[src/verilog/dtc_defines.svh]
// Register offsets, field positions, reset values and timing counts for the dual timer
// What this block does
// - Mode 0 is a wrapping 13-bit counter
// - Mode 0 count: high byte, five low bits
// - Wrap to zero sets the unit overflow flag
// - Count needs run bit and gate or pin
// - Setting run bit keeps the count registers
// - Gate select bits at mode bits 7, 3
// - Mode 1 counts all sixteen bits
// - Mode 2 reloads low byte from high byte
// - Unit 0 clock out toggles on overflow
// - Unit 0 clock out rate from reload byte
// - Unit 1 clock out toggles likewise
// - Unit 1 in mode 3 holds its count
// - Split low byte uses unit 0 controls
// - Split high byte uses unit 1 run
// - Unit 1 runs without flag while unit 0 split
// - Two-bit mode field selects the four modes
// - Counter select picks clock or count pin
// - Flags clear on interrupt vector or software
`ifndef DTC_DEFINES_SVH
`define DTC_DEFINES_SVH

// ==========================================================================
// Register offsets (byte addresses)
`define DTC_ADDR_MODE 12'h000
`define DTC_ADDR_CTRL 12'h004
`define DTC_ADDR_U0_LOW 12'h008
`define DTC_ADDR_U0_HIGH 12'h00c
`define DTC_ADDR_U1_LOW 12'h010
`define DTC_ADDR_U1_HIGH 12'h014
`define DTC_ADDR_CLKO 12'h018

// ==========================================================================
// Field positions
`define DTC_MODE_U1_LSB 4
`define DTC_MODE_U0_LSB 0
`define DTC_MODE_U1_GATE 7
`define DTC_MODE_U1_CT 6
`define DTC_MODE_U0_GATE 3
`define DTC_MODE_U0_CT 2
`define DTC_CTRL_U1_FLAG 7
`define DTC_CTRL_U1_RUN 6
`define DTC_CTRL_U0_FLAG 5
`define DTC_CTRL_U0_RUN 4
`define DTC_CLKO_U0_EN 0
`define DTC_CLKO_U1_EN 1
`define DTC_CLKO_U0_FAST 2
`define DTC_CLKO_U1_FAST 3

// ==========================================================================
// Reset values and timing
`define DTC_RST_BYTE 8'h00
`define DTC_SLOW_DIV 12

`endif

[src/verilog/dtc_pkg.sv]
// Types shared by the dual timer files
package dtc_pkg;
   typedef enum logic [1:0] {DTC_M13, DTC_M16, DTC_M8R, DTC_MSPLIT} dtc_mode_t;
endpackage : dtc_pkg

[src/verilog/dtc_timer.sv]
// Dual timer/counter with four modes, APB register access
//
// Added by the designer: the APB register port and the address map.
`timescale 1ns/1ps
`include "dtc_defines.svh"
module dtc_timer
(
   input wire logic pclk,
   input wire logic presetn,
   input wire logic psel,
   input wire logic penable,
   input wire logic pwrite,
   input wire logic [11:0] paddr,
   input wire logic [31:0] pwdata,
   output logic [31:0] prdata,
   output logic pready,
   output logic pslverr,
   input wire logic unit0_gate_pin,
   input wire logic unit1_gate_pin,
   input wire logic unit0_count_pin,
   input wire logic unit1_count_pin,
   input wire logic unit0_vector_ack,
   input wire logic unit1_vector_ack,
   output logic unit0_clock_out_pin,
   output logic unit1_clock_out_pin,
   output logic unit0_overflow_flag,
   output logic unit1_overflow_flag
);
   // ======================================================================
   // Registers
   logic [7:0] timer_mode_register_ff;
   logic unit0_run_bit_ff;
   logic unit1_run_bit_ff;
   logic [3:0] wake_and_clock_out_register_ff;
   logic [7:0] unit0_low_byte_ff;
   logic [7:0] unit0_high_byte_ff;
   logic [7:0] unit1_low_byte_ff;
   logic [7:0] unit1_high_byte_ff;
   logic [31:0] prdata_ff;
   logic pready_ff;
   logic pslverr_ff;
   logic unit0_clock_out_pin_ff;
   logic unit1_clock_out_pin_ff;
   logic unit0_overflow_flag_ff;
   logic unit1_overflow_flag_ff;

   // ======================================================================
   // Pin synchronisers and prescaler
   logic g0_lvl;
   logic g1_lvl;
   logic c0_fall;
   logic c1_fall;
   logic slow_tick;

   dtc_edge_sync u_g0 (.pclk(pclk), .presetn(presetn), .pin(unit0_gate_pin),
      .level(g0_lvl), .fall());
   dtc_edge_sync u_g1 (.pclk(pclk), .presetn(presetn), .pin(unit1_gate_pin),
      .level(g1_lvl), .fall());
   dtc_edge_sync u_c0 (.pclk(pclk), .presetn(presetn), .pin(unit0_count_pin),
      .level(), .fall(c0_fall));
   dtc_edge_sync u_c1 (.pclk(pclk), .presetn(presetn), .pin(unit1_count_pin),
      .level(), .fall(c1_fall));
   dtc_prescale #(.DIV(`DTC_SLOW_DIV)) u_pre (.pclk(pclk), .presetn(presetn),
      .tick(slow_tick));

   // ======================================================================
   // Mode decode
   dtc_pkg::dtc_mode_t unit0_mode;
   dtc_pkg::dtc_mode_t unit1_mode;
   assign unit0_mode =
      dtc_pkg::dtc_mode_t'(timer_mode_register_ff[`DTC_MODE_U0_LSB +: 2]);
   assign unit1_mode =
      dtc_pkg::dtc_mode_t'(timer_mode_register_ff[`DTC_MODE_U1_LSB +: 2]);
   wire gate0 = timer_mode_register_ff[`DTC_MODE_U0_GATE];
   wire ct0 = timer_mode_register_ff[`DTC_MODE_U0_CT];
   wire gate1 = timer_mode_register_ff[`DTC_MODE_U1_GATE];
   wire ct1 = timer_mode_register_ff[`DTC_MODE_U1_CT];
   wire fast0 = wake_and_clock_out_register_ff[`DTC_CLKO_U0_FAST];
   wire fast1 = wake_and_clock_out_register_ff[`DTC_CLKO_U1_FAST];

   // Tick source for a unit
   function automatic logic src_tick(input logic ct, input logic fall, input logic fast,
      input logic slow);
      src_tick = ct ? fall : (fast | slow);
   endfunction : src_tick

   wire tick0 = src_tick(ct0, c0_fall, fast0, slow_tick);
   wire tick1 = src_tick(ct1, c1_fall, fast1, slow_tick);
   wire en0 = unit0_run_bit_ff & (~gate0 | g0_lvl);
   wire en1 = unit1_run_bit_ff & (~gate1 | g1_lvl);
   wire split = (unit0_mode == dtc_pkg::DTC_MSPLIT);
   wire split_hi_tick = (fast0 | slow_tick) & unit1_run_bit_ff;
   wire inc0 = tick0 & en0;
   wire inc1 = tick1 & en1 & (unit1_mode != dtc_pkg::DTC_MSPLIT);

   // ======================================================================
   // Unit next values
   logic [7:0] nxt_lo0;
   logic [7:0] nxt_hi0;
   logic [7:0] nxt_lo1;
   logic [7:0] nxt_hi1;
   logic ov0;
   logic ov1;
   logic ov_hi0;

   function automatic void step(input dtc_pkg::dtc_mode_t m, input logic [7:0] lo,
      input logic [7:0] hi, output logic [7:0] nlo, output logic [7:0] nhi, output logic ov);
      logic [13:0] c13;
      logic [16:0] c16;
      logic [8:0] c8;
      c13 = {1'b0, hi, lo[4:0]} + 14'h0001;
      c16 = {1'b0, hi, lo} + 17'h00001;
      c8 = {1'b0, lo} + 9'h001;
      nlo = lo;
      nhi = hi;
      ov = 1'b0;
      case (m)
         dtc_pkg::DTC_M13:
         begin
            nlo = {lo[7:5], c13[4:0]};
            nhi = c13[12:5];
            ov = c13[13];
         end
         dtc_pkg::DTC_M16:
         begin
            nlo = c16[7:0];
            nhi = c16[15:8];
            ov = c16[16];
         end
         dtc_pkg::DTC_M8R, dtc_pkg::DTC_MSPLIT:
         begin
            nlo = c8[8] && m == dtc_pkg::DTC_M8R ? hi : c8[7:0];
            ov = c8[8];
         end
         default:
         begin
            ov = 1'b0;
         end
      endcase
   endfunction : step

   always_comb
   begin
      step(unit0_mode, unit0_low_byte_ff, unit0_high_byte_ff, nxt_lo0, nxt_hi0, ov0);
      step(unit1_mode, unit1_low_byte_ff, unit1_high_byte_ff, nxt_lo1, nxt_hi1, ov1);
      ov_hi0 = (unit0_high_byte_ff == 8'hff);
   end

   wire pulse0 = inc0 & ov0;
   wire pulse1 = inc1 & ov1;
   wire pulse_hi0 = split & split_hi_tick & ov_hi0;
   wire set_f0 = pulse0;
   wire set_f1 = split ? pulse_hi0 : pulse1;

   // ======================================================================
   // APB decode
   wire acc = psel & penable;
   wire wr = acc & pwrite;
   wire hit_mode = (paddr == `DTC_ADDR_MODE);
   wire hit_ctrl = (paddr == `DTC_ADDR_CTRL);
   wire hit_l0 = (paddr == `DTC_ADDR_U0_LOW);
   wire hit_h0 = (paddr == `DTC_ADDR_U0_HIGH);
   wire hit_l1 = (paddr == `DTC_ADDR_U1_LOW);
   wire hit_h1 = (paddr == `DTC_ADDR_U1_HIGH);
   wire hit_clko = (paddr == `DTC_ADDR_CLKO);
   wire mapped = hit_mode | hit_ctrl | hit_l0 | hit_h0 | hit_l1 | hit_h1 | hit_clko;
   wire [7:0] ctrl_rd = {unit1_overflow_flag_ff, unit1_run_bit_ff, unit0_overflow_flag_ff,
      unit0_run_bit_ff, 4'h0};
   wire [7:0] rd_byte = hit_mode ? timer_mode_register_ff :
      hit_ctrl ? ctrl_rd :
      hit_l0 ? unit0_low_byte_ff :
      hit_h0 ? unit0_high_byte_ff :
      hit_l1 ? unit1_low_byte_ff :
      hit_h1 ? unit1_high_byte_ff :
      hit_clko ? {4'h0, wake_and_clock_out_register_ff} : 8'h00;
   wire wc = wr & hit_ctrl;

   always_ff @(posedge pclk or negedge presetn)
   begin
      if (!presetn)
      begin
         prdata_ff <= 32'h00000000;
         pready_ff <= 1'b0;
         pslverr_ff <= 1'b0;
      end
      else
      begin
         pready_ff <= psel & ~penable;
         pslverr_ff <= psel & ~penable & ~mapped;
         prdata_ff <= (psel & ~penable & ~pwrite) ? {24'h000000, rd_byte} : prdata_ff;
      end
   end

   // ======================================================================
   // Configuration registers
   always_ff @(posedge pclk or negedge presetn)
   begin
      if (!presetn)
      begin
         timer_mode_register_ff <= `DTC_RST_BYTE;
         wake_and_clock_out_register_ff <= 4'h0;
         unit0_run_bit_ff <= 1'b0;
         unit1_run_bit_ff <= 1'b0;
      end
      else
      begin
         if (wr & hit_mode)
            timer_mode_register_ff <= pwdata[7:0];
         if (wr & hit_clko)
            wake_and_clock_out_register_ff <= pwdata[3:0];
         if (wc)
         begin
            unit0_run_bit_ff <= pwdata[`DTC_CTRL_U0_RUN];
            unit1_run_bit_ff <= pwdata[`DTC_CTRL_U1_RUN];
         end
      end
   end

   // ======================================================================
   // Flags: hardware set wins over clear
   always_ff @(posedge pclk or negedge presetn)
   begin
      if (!presetn)
      begin
         unit0_overflow_flag_ff <= 1'b0;
         unit1_overflow_flag_ff <= 1'b0;
      end
      else
      begin
         if (set_f0)
            unit0_overflow_flag_ff <= 1'b1;
         else if (unit0_vector_ack | (wc & ~pwdata[`DTC_CTRL_U0_FLAG]))
            unit0_overflow_flag_ff <= 1'b0;
         if (set_f1)
            unit1_overflow_flag_ff <= 1'b1;
         else if (unit1_vector_ack | (wc & ~pwdata[`DTC_CTRL_U1_FLAG]))
            unit1_overflow_flag_ff <= 1'b0;
      end
   end

   // ======================================================================
   // Count registers; software write has priority, run bit never clears
   always_ff @(posedge pclk or negedge presetn)
   begin
      if (!presetn)
      begin
         unit0_low_byte_ff <= `DTC_RST_BYTE;
         unit0_high_byte_ff <= `DTC_RST_BYTE;
         unit1_low_byte_ff <= `DTC_RST_BYTE;
         unit1_high_byte_ff <= `DTC_RST_BYTE;
      end
      else
      begin
         if (wr & hit_l0)
            unit0_low_byte_ff <= pwdata[7:0];
         else if (inc0)
            unit0_low_byte_ff <= nxt_lo0;
         if (wr & hit_h0)
            unit0_high_byte_ff <= pwdata[7:0];
         else if (split)
            unit0_high_byte_ff <= split_hi_tick ? unit0_high_byte_ff + 8'h01 : unit0_high_byte_ff;
         else if (inc0)
            unit0_high_byte_ff <= nxt_hi0;
         if (wr & hit_l1)
            unit1_low_byte_ff <= pwdata[7:0];
         else if (inc1)
            unit1_low_byte_ff <= nxt_lo1;
         if (wr & hit_h1)
            unit1_high_byte_ff <= pwdata[7:0];
         else if (inc1)
            unit1_high_byte_ff <= nxt_hi1;
      end
   end

   // ======================================================================
   // Clock-out latches
   always_ff @(posedge pclk or negedge presetn)
   begin
      if (!presetn)
      begin
         unit0_clock_out_pin_ff <= 1'b0;
         unit1_clock_out_pin_ff <= 1'b0;
      end
      else
      begin
         if (pulse0 & wake_and_clock_out_register_ff[`DTC_CLKO_U0_EN])
            unit0_clock_out_pin_ff <= ~unit0_clock_out_pin_ff;
         if (pulse1 & wake_and_clock_out_register_ff[`DTC_CLKO_U1_EN])
            unit1_clock_out_pin_ff <= ~unit1_clock_out_pin_ff;
      end
   end

   assign prdata = prdata_ff;
   assign pready = pready_ff;
   assign pslverr = pslverr_ff;
   assign unit0_clock_out_pin = unit0_clock_out_pin_ff;
   assign unit1_clock_out_pin = unit1_clock_out_pin_ff;
   assign unit0_overflow_flag = unit0_overflow_flag_ff;
   assign unit1_overflow_flag = unit1_overflow_flag_ff;

   // ======================================================================
   // Assertions
   run_keeps_a: assert property (@(posedge pclk) disable iff (!presetn)
      $rose(unit0_run_bit_ff) && $past(!(wr & (hit_l0 | hit_h0)))
      |-> unit0_low_byte_ff == $past(unit0_low_byte_ff))
      else $error("Run bit changed count");
   flag_set_a: assert property (@(posedge pclk) disable iff (!presetn)
      set_f0 |=> unit0_overflow_flag_ff)
      else $error("Overflow flag not set");
   stop_hold_a: assert property (@(posedge pclk) disable iff (!presetn)
      unit1_mode == dtc_pkg::DTC_MSPLIT && !(wr & hit_l1) |=> $stable(unit1_low_byte_ff))
      else $error("Unit 1 counted in mode 3");
   gate_stop_a: assert property (@(posedge pclk) disable iff (!presetn)
      !unit0_run_bit_ff && !(wr & hit_l0) |=> $stable(unit0_low_byte_ff))
      else $error("Counted while stopped");
   reload_val_a: assert property (@(posedge pclk) disable iff (!presetn)
      unit0_mode == dtc_pkg::DTC_M8R && pulse0 && !(wr & (hit_l0 | hit_h0))
      |=> unit0_low_byte_ff == unit0_high_byte_ff)
      else $error("Reload value wrong");
   clko_tog_a: assert property (@(posedge pclk) disable iff (!presetn)
      pulse0 && wake_and_clock_out_register_ff[`DTC_CLKO_U0_EN]
      |=> unit0_clock_out_pin_ff != $past(unit0_clock_out_pin_ff))
      else $error("Clock out did not toggle");
   hi_flag_a: assert property (@(posedge pclk) disable iff (!presetn)
      split && pulse_hi0 |=> unit1_overflow_flag_ff)
      else $error("Split high byte flag missing");
   ack_clr_a: assert property (@(posedge pclk) disable iff (!presetn)
      unit0_vector_ack && !set_f0 |=> !unit0_overflow_flag_ff)
      else $error("Vector did not clear flag");
   short_wrap_a: assert property (@(posedge pclk) disable iff (!presetn)
      unit0_mode == dtc_pkg::DTC_M13 && inc0 && !(wr & (hit_l0 | hit_h0))
      && {unit0_high_byte_ff, unit0_low_byte_ff[4:0]} == 13'h1fff
      |=> {unit0_high_byte_ff, unit0_low_byte_ff[4:0]} == 13'h0000 && unit0_overflow_flag_ff)
      else $error("Mode 0 did not wrap");
   full_wrap_a: assert property (@(posedge pclk) disable iff (!presetn)
      unit0_mode == dtc_pkg::DTC_M16 && inc0 && !(wr & (hit_l0 | hit_h0))
      && {unit0_high_byte_ff, unit0_low_byte_ff} == 16'hffff
      |=> {unit0_high_byte_ff, unit0_low_byte_ff} == 16'h0000 && unit0_overflow_flag_ff)
      else $error("Mode 1 did not wrap");
   reload_keep_a: assert property (@(posedge pclk) disable iff (!presetn)
      unit0_mode == dtc_pkg::DTC_M8R && pulse0 && !(wr & hit_h0)
      |=> $stable(unit0_high_byte_ff))
      else $error("Reload changed high byte");
   split_stop_a: assert property (@(posedge pclk) disable iff (!presetn)
      split && !unit1_run_bit_ff && !(wr & hit_h0) |=> $stable(unit0_high_byte_ff))
      else $error("Split high byte ran without run bit");
   gate_low_a: assert property (@(posedge pclk) disable iff (!presetn)
      gate0 && !g0_lvl && !(wr & hit_l0) |=> $stable(unit0_low_byte_ff))
      else $error("Counted with gate pin low");
   fast_tick_a: assert property (@(posedge pclk) disable iff (!presetn)
      !ct0 && fast0 && en0 && unit0_mode == dtc_pkg::DTC_M8R && !ov0 && !(wr & hit_l0)
      |=> unit0_low_byte_ff == $past(unit0_low_byte_ff) + 8'h01)
      else $error("Fast tick missed");
endmodule : dtc_timer

[src/verilog/dtc_edge_sync.sv]
// Two-stage synchroniser with falling edge detect for one pin
`timescale 1ns/1ps
module dtc_edge_sync
(
   input wire logic pclk,
   input wire logic presetn,
   input wire logic pin,
   output logic level,
   output logic fall
);
   logic meta_ff;
   logic sync_ff;
   logic last_ff;

   // ======================================================================
   // Synchroniser
   always_ff @(posedge pclk or negedge presetn)
   begin
      if (!presetn)
      begin
         meta_ff <= 1'b1;
         sync_ff <= 1'b1;
         last_ff <= 1'b1;
      end
      else
      begin
         meta_ff <= pin;
         sync_ff <= meta_ff;
         last_ff <= sync_ff;
      end
   end

   assign level = sync_ff;
   assign fall = last_ff & ~sync_ff;
endmodule : dtc_edge_sync

[src/verilog/dtc_prescale.sv]
// Divide-by-twelve tick generator for the slow timer rate
`timescale 1ns/1ps
`include "dtc_defines.svh"
module dtc_prescale
#(
   parameter int DIV = `DTC_SLOW_DIV
)
(
   input wire logic pclk,
   input wire logic presetn,
   output logic tick
);
   logic [7:0] cnt_ff;
   wire last = (cnt_ff == 8'(DIV - 1));

   if (DIV < 2 || DIV > 256)
   begin : g_div_check
      $error("DIV out of range");
   end

   always_ff @(posedge pclk or negedge presetn)
   begin
      if (!presetn)
         cnt_ff <= 8'h00;
      else
         cnt_ff <= last ? 8'h00 : cnt_ff + 8'h01;
   end

   assign tick = last;
endmodule : dtc_prescale

[config.mk]
export PLATFORM = sky130hd
export DESIGN_NAME = dtc_timer
export DESIGN_NICKNAME = d
export VERILOG_FILES = /design/src/verilog/dtc_pkg.sv /design/src/verilog/dtc_timer.sv /design/src/verilog/dtc_edge_sync.sv /design/src/verilog/dtc_prescale.sv
export VERILOG_INCLUDE_DIRS = /design/src /design/src/verilog
export SDC_FILE = /design/constraint.sdc
export NUM_CORES = 1
export LEC_CHECK = 0
export BUFFER_PORTS_ARGS = -buffer_cell sky130_fd_sc_hd__buf_2
export CAP_MARGIN = 0
export CORE_MARGIN = 1.5
export CORE_UTILIZATION = 61
export CTS_CLUSTER_SIZE = 24
export DETAILED_ROUTE_END_ITERATION = 6
export PLACE_DENSITY_LB_ADDON = 0.25
export SYNTH_ARGS = -nofsm -noshare
export SYNTH_HDL_FRONTEND = slang
export SYNTH_HIERARCHICAL = 1
export SYNTH_SLANG_ARGS = --single-unit
[constraint.sdc]
create_clock -name pclk -period 5.2 [get_ports pclk]
set_clock_uncertainty 0.2 [all_clocks]
set_input_delay 1.04 -clock pclk [delete_from_list [all_inputs] [get_ports pclk]]
set_output_delay 1.04 -clock pclk [all_outputs]
set_load 0.01 [all_outputs]
# After elaboration in Yosys (flattened, before gate mapping)
# Index checks and enable logic that the tools add are counted.
totals:
  output_inout_bits: 38
  wordCells: 157
  register_bits: 78
  in_bits: 55
classes:
  n_mux: 33
  n_bitwise: 51
  reduce_logical: 19
  n_eq_ne: 18
  addsub: 8
ops:
  columns: ["cell", "n"]
  rows:
  - ["8-bit two-way mux", 19]
  - ["8-bit one-hot mux with 3 select lines", 2]
  - ["12-bit by 5-bit == test with 1-bit output, second input constant", 3]
  - ["16-bit by 1-bit adder with 17-bit output, second input constant", 2]
  - ["8-bit one-hot mux with 2 select lines", 2]
  - ["13-bit by 1-bit adder with 14-bit output, second input constant", 2]
  - ["1-bit AND", 28]
  - ["12-bit by 4-bit == test with 1-bit output, second input constant", 2]
  - ["8-bit by 1-bit adder with 9-bit output, second input constant", 2]
  - ["8-bit by 1-bit adder with 8-bit output, second input constant", 2]
  - ["12-bit by 3-bit == test with 1-bit output, second input constant", 1]
  - ["12-bit logical NOT", 1]
  - ["1-bit OR", 12]
  - ["1-bit inverter", 11]
  - ["2-bit nonzero test", 5]
  - ["2-bit == test, second input constant", 4]
  - ["8-bit by 4-bit == test with 1-bit output, second input constant", 1]
  - ["8-bit == test, second input constant", 1]
  - ["1-bit two-way mux", 7]
  - ["2-bit != test, second input constant", 3]
  - ["1-bit one-hot mux with 3 select lines", 2]
  - ["2-bit AND reduction", 3]
  - ["3-bit nonzero test", 2]
  - ["2-bit by 1-bit == test with 1-bit output, second input constant", 2]
  - ["other kinds (7)", 10]

# Logic depth before layout (Yosys ltp)
# Gate-level depths: netlist of run 1.
depth:
  word_depth: 9
  ltp_mapped: 9

# Cells and area by module
# Netlist of run 1, hierarchy kept.
modules_own_cells:
  columns: ["mod", "n_inst", "area_each_um2", "cells_each"]
  rows:
  - ["dtc_timer", 1, 4149.0, 481]
  - ["dtc_edge_sync", 4, 92.6, 4]
  - ["dtc_prescale", 1, 364.1, 30]

# Worst setup path before layout of run 1
# OpenSTA, ideal clock, no wires.
synth_timing:
  path_kind: "input to register"
  start: "input paddr[7]"
  end: "register timer_mode_register_ff[2]"
  arrival_time_ps: 2532
  path_stages: 6
  n_path_buf: 1
  t_required_ps: 4875
  setup_ps: 125
  setup_slack_ps: 2343
  path_cell_list: "nor4_1 > nand3_1 > nor2_1 > and3b_1 > buf_2 > mux2_2"
synth_via:
  elab_chain_len: 2
synth_rtl:
  columns: ["element", "line", "rtl"]
  rows:
  - ["start: declaration", "dtc_timer.sv:13", "input wire logic [11:0] paddr,"]
  - ["12-bit logical NOT (no source line)", null, null]
  - ["1-bit AND", "dtc_timer.sv:207", "if (wr & hit_mode)"]
  - ["end signal: assignment", "dtc_timer.sv:200", "timer_mode_register_ff <= `DTC_RST_BYTE;"]
  - ["end signal: assignment", "dtc_timer.sv:208", "timer_mode_register_ff <= pwdata[7:0];"]
  - ["end: declaration", "dtc_timer.sv:31", "logic [7:0] timer_mode_register_ff;"]
# Every way passes these cells.
# A chain may end at the register's enable or synchronous reset.

# Final worst setup path of run 1
layout_timing:
  start: "input paddr[7]"
  end: "register unit0_high_byte_ff[2]"
layout_via:
  elab_chain_len: 4
  elab_cells_between_ends: 7
layout_rtl:
  columns: ["element", "line", "rtl"]
  rows:
  - ["12-bit by 4-bit == test with 1-bit output (no source line) *", null, null]
  - ["1-bit AND *", "dtc_timer.sv:258", "if (wr & hit_h0)"]
  - ["3-bit by 1-bit != test with 1-bit output (no source line) (tied with other cells)", null, null]
  - ["3-bit AND reduction (no source line)", null, null]
  - ["end signal: assignment", "dtc_timer.sv:259", "unit0_high_byte_ff <= pwdata[7:0];"]
  - ["end signal: assignment", "dtc_timer.sv:261", "unit0_high_byte_ff <= split_hi_tick ? unit0_high_byte_ff + 8'h01 : unit0_high_byte_ff;"]
  - ["end signal: assignment", "dtc_timer.sv:263", "unit0_high_byte_ff <= nxt_hi0;"]
  - ["end: declaration", "dtc_timer.sv:36", "logic [7:0] unit0_high_byte_ff;"]
# Every way passes the cells marked *; elsewhere a longest branch is shown, timed or not.

==> results by group, run 1 <==
Global route
  • GRT Overall Usage: 0.3099
  • Global-route wire length before repair: 19.94 mm
  • Initial antenna violation count: 0
  • Via count of the first global-routing pass: 3921
  • Grt ovf: 0
  • Largest net degree at the start of global routing: 79

Floorplanning
  • Die area: 8415 sq um
  • Row count: 32
  • IO Count: 93
  • Initial Util: 0.6248
  • Die width: 91.74 microns
  • Die height: 91.74 microns
  • Core ar.: 7687 sq um

Detailed routing
  • Routed WL: around 12 mm
  • Initial DRC Count: 318
  • DR pass1 iterations: 5
  • Wire per inst: 18.46 microns
  • Via density: 6.258
  • Post-route ant nets: 0
  • Total number of vias: 4143
  • DRC Markers: 0

STA
  • FMAX: 0.3102 GHz
  • RSZ-0062 raised after global routing: false
  • Max transition margin: 0.1881
  • Setup-failing EPs final: 0
  • Setup WS post-layout: 1.976 ns
  • Actual slew at the worst max-slew pin: 1.208 ns
  • Final hold viol count: 0
  • Minimum clock period: 3.224 ns
  • Setup TNS: 0 ns
  • Final Cycle Share: 0.6200
  • Max-slew violation count: 0

Final layout
  • Area occupied by multi-input gates: 2600 sq um
  • Fraction of layout cells with a size suffix above 1: 0.2018
  • Register area: around 2000 sq um
  • Final Util: 0.6722
  • Diodes inserted: 0
  • Final nets: around 600
  • Fillers: 632
  • Synthesis-to-layout area growth: 7.580%
  • Non-Filler Instances: around 660

Clock network
  • Post-CTS sizing: 0
  • Reg clk slew, reported paths: approximately 0.080 ns
  • Post-CTS Setup Bufs: 0
  • CTS sink cnt: between 70 and 80
  • Clock root cell: clkbuf_8
  • Post-cts hold buffer count: 0
  • Maximum root-to-sink buffer count: 2
  • CTS tree: done
  • H-Tree Depth: 3
  • Clock Latency Late Sink: 0.36 ns
  • CTS buffer count: 9

Placement
  • Dpl ws: between 1.5 and 2 ns
  • Post-detail-place hpwl: 8.792 mm
  • IO buf count: 44
  • Placer Congestion: between 0.9 and 1
  • DP Cell Count: 646

Critical path
  • WP data required: between 5 and 6 ns
  • Setup crit end kind: register
  • Arr. time, crit path: approximately 3.2 ns
  • Crit-path max FO: 15
  • Startpoint Class: input pin
  • Setup Crit Path Kind: input pin to register

Synth
  • Syn avg cell area: 9.184 sq um
  • Mapped Area: 4803 sq um
  • Cells after Synth: 523
  • Yosys warnings: 6

Run
  • Max cap viols: 0

Power
  • VDD IR-drop max: 153.1 uV
  • Pwr dens: between 200 and 250 nW/um^2
  • Leakage power: 0.002255 uW

Worst hold path
  • HP Class: register to register

Outcome
  • Outcome: completed
-- routing by layer --
layer	global-route usage	up-vias	routed length, microns
li1	-	1920	-
met1	0.3860	1999	5020
met2	0.5081	188	5864
met3	0.07546	36	867
met4	0.1449	0	466
met5	0	-	0
-- per-stage QoR --
| step | hold WS [ns] | instance area [sq um] | power (uW) |
|---|---|---|---|
| floorplan | 0.1452 | 4890 | 680.8 |
| global placement | 0.1458 | 4971 | 705.7 |
| detailed placement | 0.1473 | 4971 | 707.0 |
| CTS | 0.1602 | 5167 | 1159 |
| global route | 0.1620 | 5167 | 1197 |
| finish | 0.1579 | 5167 | 1154 |
-- worst paths after layout --
path / start / to / slack (ns) / cells after the start
setup / recovery: paddr[7] / unit0_high_byte_ff[2] / 1.98 / 5
hold / removal: u_c0/meta_ff / u_c0/level / 0.16 / 0
setup reg to reg: u_pre/cnt_ff[4] / unit1_low_byte_ff[4] / 2.16 / 8
hold reg to reg: u_c0/meta_ff / u_c0/level / 0.16 / 0
max in group asynchronous: presetn / timer_mode_register_ff[0] / 3.53 / 1
min in group asynchronous: presetn / timer_mode_register_ff[3] / 0.63 / 1
-- state kept, by name, summed over array words and instances, names as in the netlist, 4 cells and up --
register and flops:
unit0_low_byte_ff 8, prdata 8, unit0_high_byte_ff 8, unit1_high_byte_ff 8, wake_and_clock_out_register_ff 4, u_pre/cnt_ff 8, timer_mode_register_ff 8, unit1_low_byte_ff 8
-- cells in the final DEF (no fill, tap or decap), types with 5 or more instances in the layout --
cell type and n:
dfrtp_1 68, nand2_1 57, buf_2 43, o21ai_0 39, nor2_1 34, a21oi_1 33
nand3_1 25, conb_1 24, xnor2_1 21, mux2_2 15, and3_1 13, mux2i_1 13
nor2b_1 12, inv_1 10, dfstp_2 10, nand2b_1 9, clkbuf_8 9, nand4_1 8
a2111oi_0 7, a211oi_1 6, nor3_1 5, o31ai_1 5, a221o_1 5, xor2_1 5
o211ai_1 5
-- worst max-delay path: stages --
cell	delay (ns)
buf_2	0.10
nor4_1	0.27
nand3_1	0.42
nor4_2	1.13
o21ai_0	0.25
-- area by class of cell --
type                    instances  area share
clock buffers                   9     0.02397
flip-flops and latches         78      0.3801
inverters                      11    0.007990
repair buffers                 46     0.04600
well taps                     102     0.02470
clock inverters                 7     0.01404
multi-input cells             409      0.5031
-- power breakdown --
group | total, uW | switching [uW] | internal, uW
registers | 618 | 3.48 | 615
logic | 77.9 | 54.8 | 23.1
clock network | 458 | 236 | 222
total | 1150 | 294 | 860
(Power assumes the default switching activity.)
==> run 2: changes to the inputs <==
Settings changed: ABC_AREA from default to 1, CORE_UTILIZATION 61 to 52.
Clock period 5.2 ns to 2.75 ns, I/O delays scaled along.
==> results by group, run 2 <==
Outcome
  • Outcome: completed

STA
  • Minimum clock period: 2.504 ns
  • Max-slew violation count: 0
  • Final hold viol count: 0
  • Setup-failing EPs final: 0
  • Fin Hold WS: 0.07647 ns
  • Actual slew at the worst max-slew pin: 0.6701 ns
  • Max transition margin: 0.5498
  • Final Cycle Share: 0.9105
  • Setup TNS: 0 ns
  • RSZ-0062 raised after global routing: false
  • FMAX: 0.3994 GHz

Worst hold path
  • HP Class: input pin to register

Critical path
  • Slowest CP cell: dfrtp_1
  • Setup Crit Path Kind: register to register
  • CP peak stage delay: 0.42 ns
  • Crit-path max FO: 6
  • Ordered list of cells on the worst path: ha_1, nand2_1, nor2_4, o21bai_1, a21oi_1, nand2_1, inv_1, nand3_1, o21ai_0, nand2_1
  • Most frequent CP cell: nand2_1
  • Startpoint Class: register
  • WP data required: 2.80 ns
  • Setup crit end kind: register
  • Arr. time, crit path: 2.55 ns

Floorplanning
  • Core ar.: 10320 sq um
  • Die height: 106.2 microns
  • Die area: 11280 sq um
  • Die width: 106.2 microns
  • IO Count: between 90 and 100
  • Initial Util: 0.5368
  • Row count: 37

Detailed routing
  • Post-route ant nets: 0
  • DR pass1 iterations: 6
  • Routed WL: roughly 16 mm
  • Initial DRC Count: 630
  • Wire per inst: 16.12 microns
  • DRC Markers: 0
  • Via density: 5.531
  • Total number of vias: between 5000 and 6000

Global route
  • Via count of the first global-routing pass: 5206
  • Largest net degree at the start of global routing: 57
  • GRT Overall Usage: 0.3074
  • Grt ovf: 0
  • Global-route wire length before repair: 26.68 mm
  • Initial antenna violation count: 0

Clock network
  • CTS tree: done
  • Post-CTS sizing: 0
  • Maximum root-to-sink buffer count: 2
  • CTS buffer count: 9
  • CTS sink cnt: 78
  • Post-cts hold buffer count: 1
  • Reg clk slew, reported paths: 0.09 ns
  • Clock root cell: clkbuf_8
  • Post-CTS Setup Bufs: 0
  • Clock Latency Late Sink: between 0.3 and 0.4 ns
  • H-Tree Depth: 3

Placement
  • Placer Congestion: 0.9736
  • Post-detail-place hpwl: 12.90 mm
  • IO buf count: 44

Final layout
  • Diodes inserted: 0
  • Most frequent cells in the layout: nand2_1, inv_1, nand3_1, dfrtp_1, nor2_1
  • Final nets: about 940
  • Commonest non-fill, non-tap cell in the layout: nand2_1
  • Synthesis-to-layout area growth: 10.72%
  • Fraction of layout cells with a size suffix above 1: 0.1382

Power
  • Pwr dens: 411.5 nW/um^2
  • Leakage power: around 0.0033 uW
  • VDD IR-drop max: approximately 270 uV

Synth
  • Mapped Area: 5542 sq um
  • Syn avg cell area: 6.733 sq um
  • Cells after Synth: 823
  • Yosys warnings: 6

Run
  • Max cap viols: 0
-- run 2: cell types whose count changed in the layout (fill, tap and decap cells not counted), sizes merged, moves of 9 or more --
cell    previous run  this run
and3              15         1
nand3             25       102
a21oi             33        17
mux2i             13         0
nor2              34        67
o21ai             39        62
nor2b             14         0
xnor2             21         5
nand2             57       258
mux2              16         0
nand2b             9         0
nand4              8        20
inv               12       126
nor3               5        17
-- run 2: where the power goes --
part | switching (uW) | internal (uW) | leakage, uW
Combinational | 113 | 49.7 | 0.00220
Sequential | 9.13 | 1170 | 0.000984
Clock | 482 | 700 | 0.000134
-- run 2: routing by layer --
layer / up-vias / global-route usage / part of all wire / routed length, microns
met5: - / 0 / 0 / 0
met4: 0 / 0.09266 / 0.017 / 286
met3: 28 / 0.04966 / 0.079 / 1296
met2: 259 / 0.4770 / 0.46 / 7499
met1: 2636 / 0.4408 / 0.45 / 7343
li1: 2713 / - / - / -
-- run 2: critical path, delay by kind of cell, from the launching register on --
kind / cells / cell delay, ns
DFF: 1 / 0.42
and+or+nand+nor: 5 / 0.73
buffers and inverters: 1 / 0.14
AOI/OAI and AO/OA: 3 / 0.66
adders and majority gates: 1 / 0.24
-- run 2: cell type report --
cell class / count / area [sq um]
fillers: 997 / 4188
multi-input cells: 611 / 2959
flip-flops and latches: 78 / 1964
inverters: 125 / 470.5
repair buffers: 53 / 305.3
well taps: 136 / 170.2
clock inverters: 7 / 142.6
clock buffers: 9 / 123.9
-- run 2: final timing paths --
check                      slack [ns]             from  cells after the start                           endpoint
min in group asynchronous        0.40          presetn                      2  wake_and_clock_out_register_ff[3]
max reg2reg                      0.25  u_pre/cnt_ff[0]                     10                unit1_clock_out_pin
max in group asynchronous        1.29          presetn                      3                         u_g0/level
min                              0.08   unit0_gate_pin                      1                       u_g0/meta_ff
min reg2reg                      0.16     u_c0/meta_ff                      0                         u_c0/level
max                              0.25  u_pre/cnt_ff[0]                     10                unit1_clock_out_pin
-- run 2: metrics by stage --
| step | worst slack [ns] | std cells | power (uW) | cell area (sq um) | util |
|---|---|---|---|---|---|
| after floorplan | 0.7717 | 846 | 1297 | 5628 | - |
| final | 0.2461 | 1019 | 2525 | 6136 | 0.5944 |
| after global placement | 0.3936 | 1002 | 1359 | 5859 | 0.5676 |
| after CTS | 0.2709 | 1019 | 2535 | 6136 | 0.5944 |
| after detailed placement | 0.3209 | 1002 | 1363 | 5859 | 0.5676 |
| after global routing | 0.03855 | 1019 | 2618 | 6136 | 0.5944 |
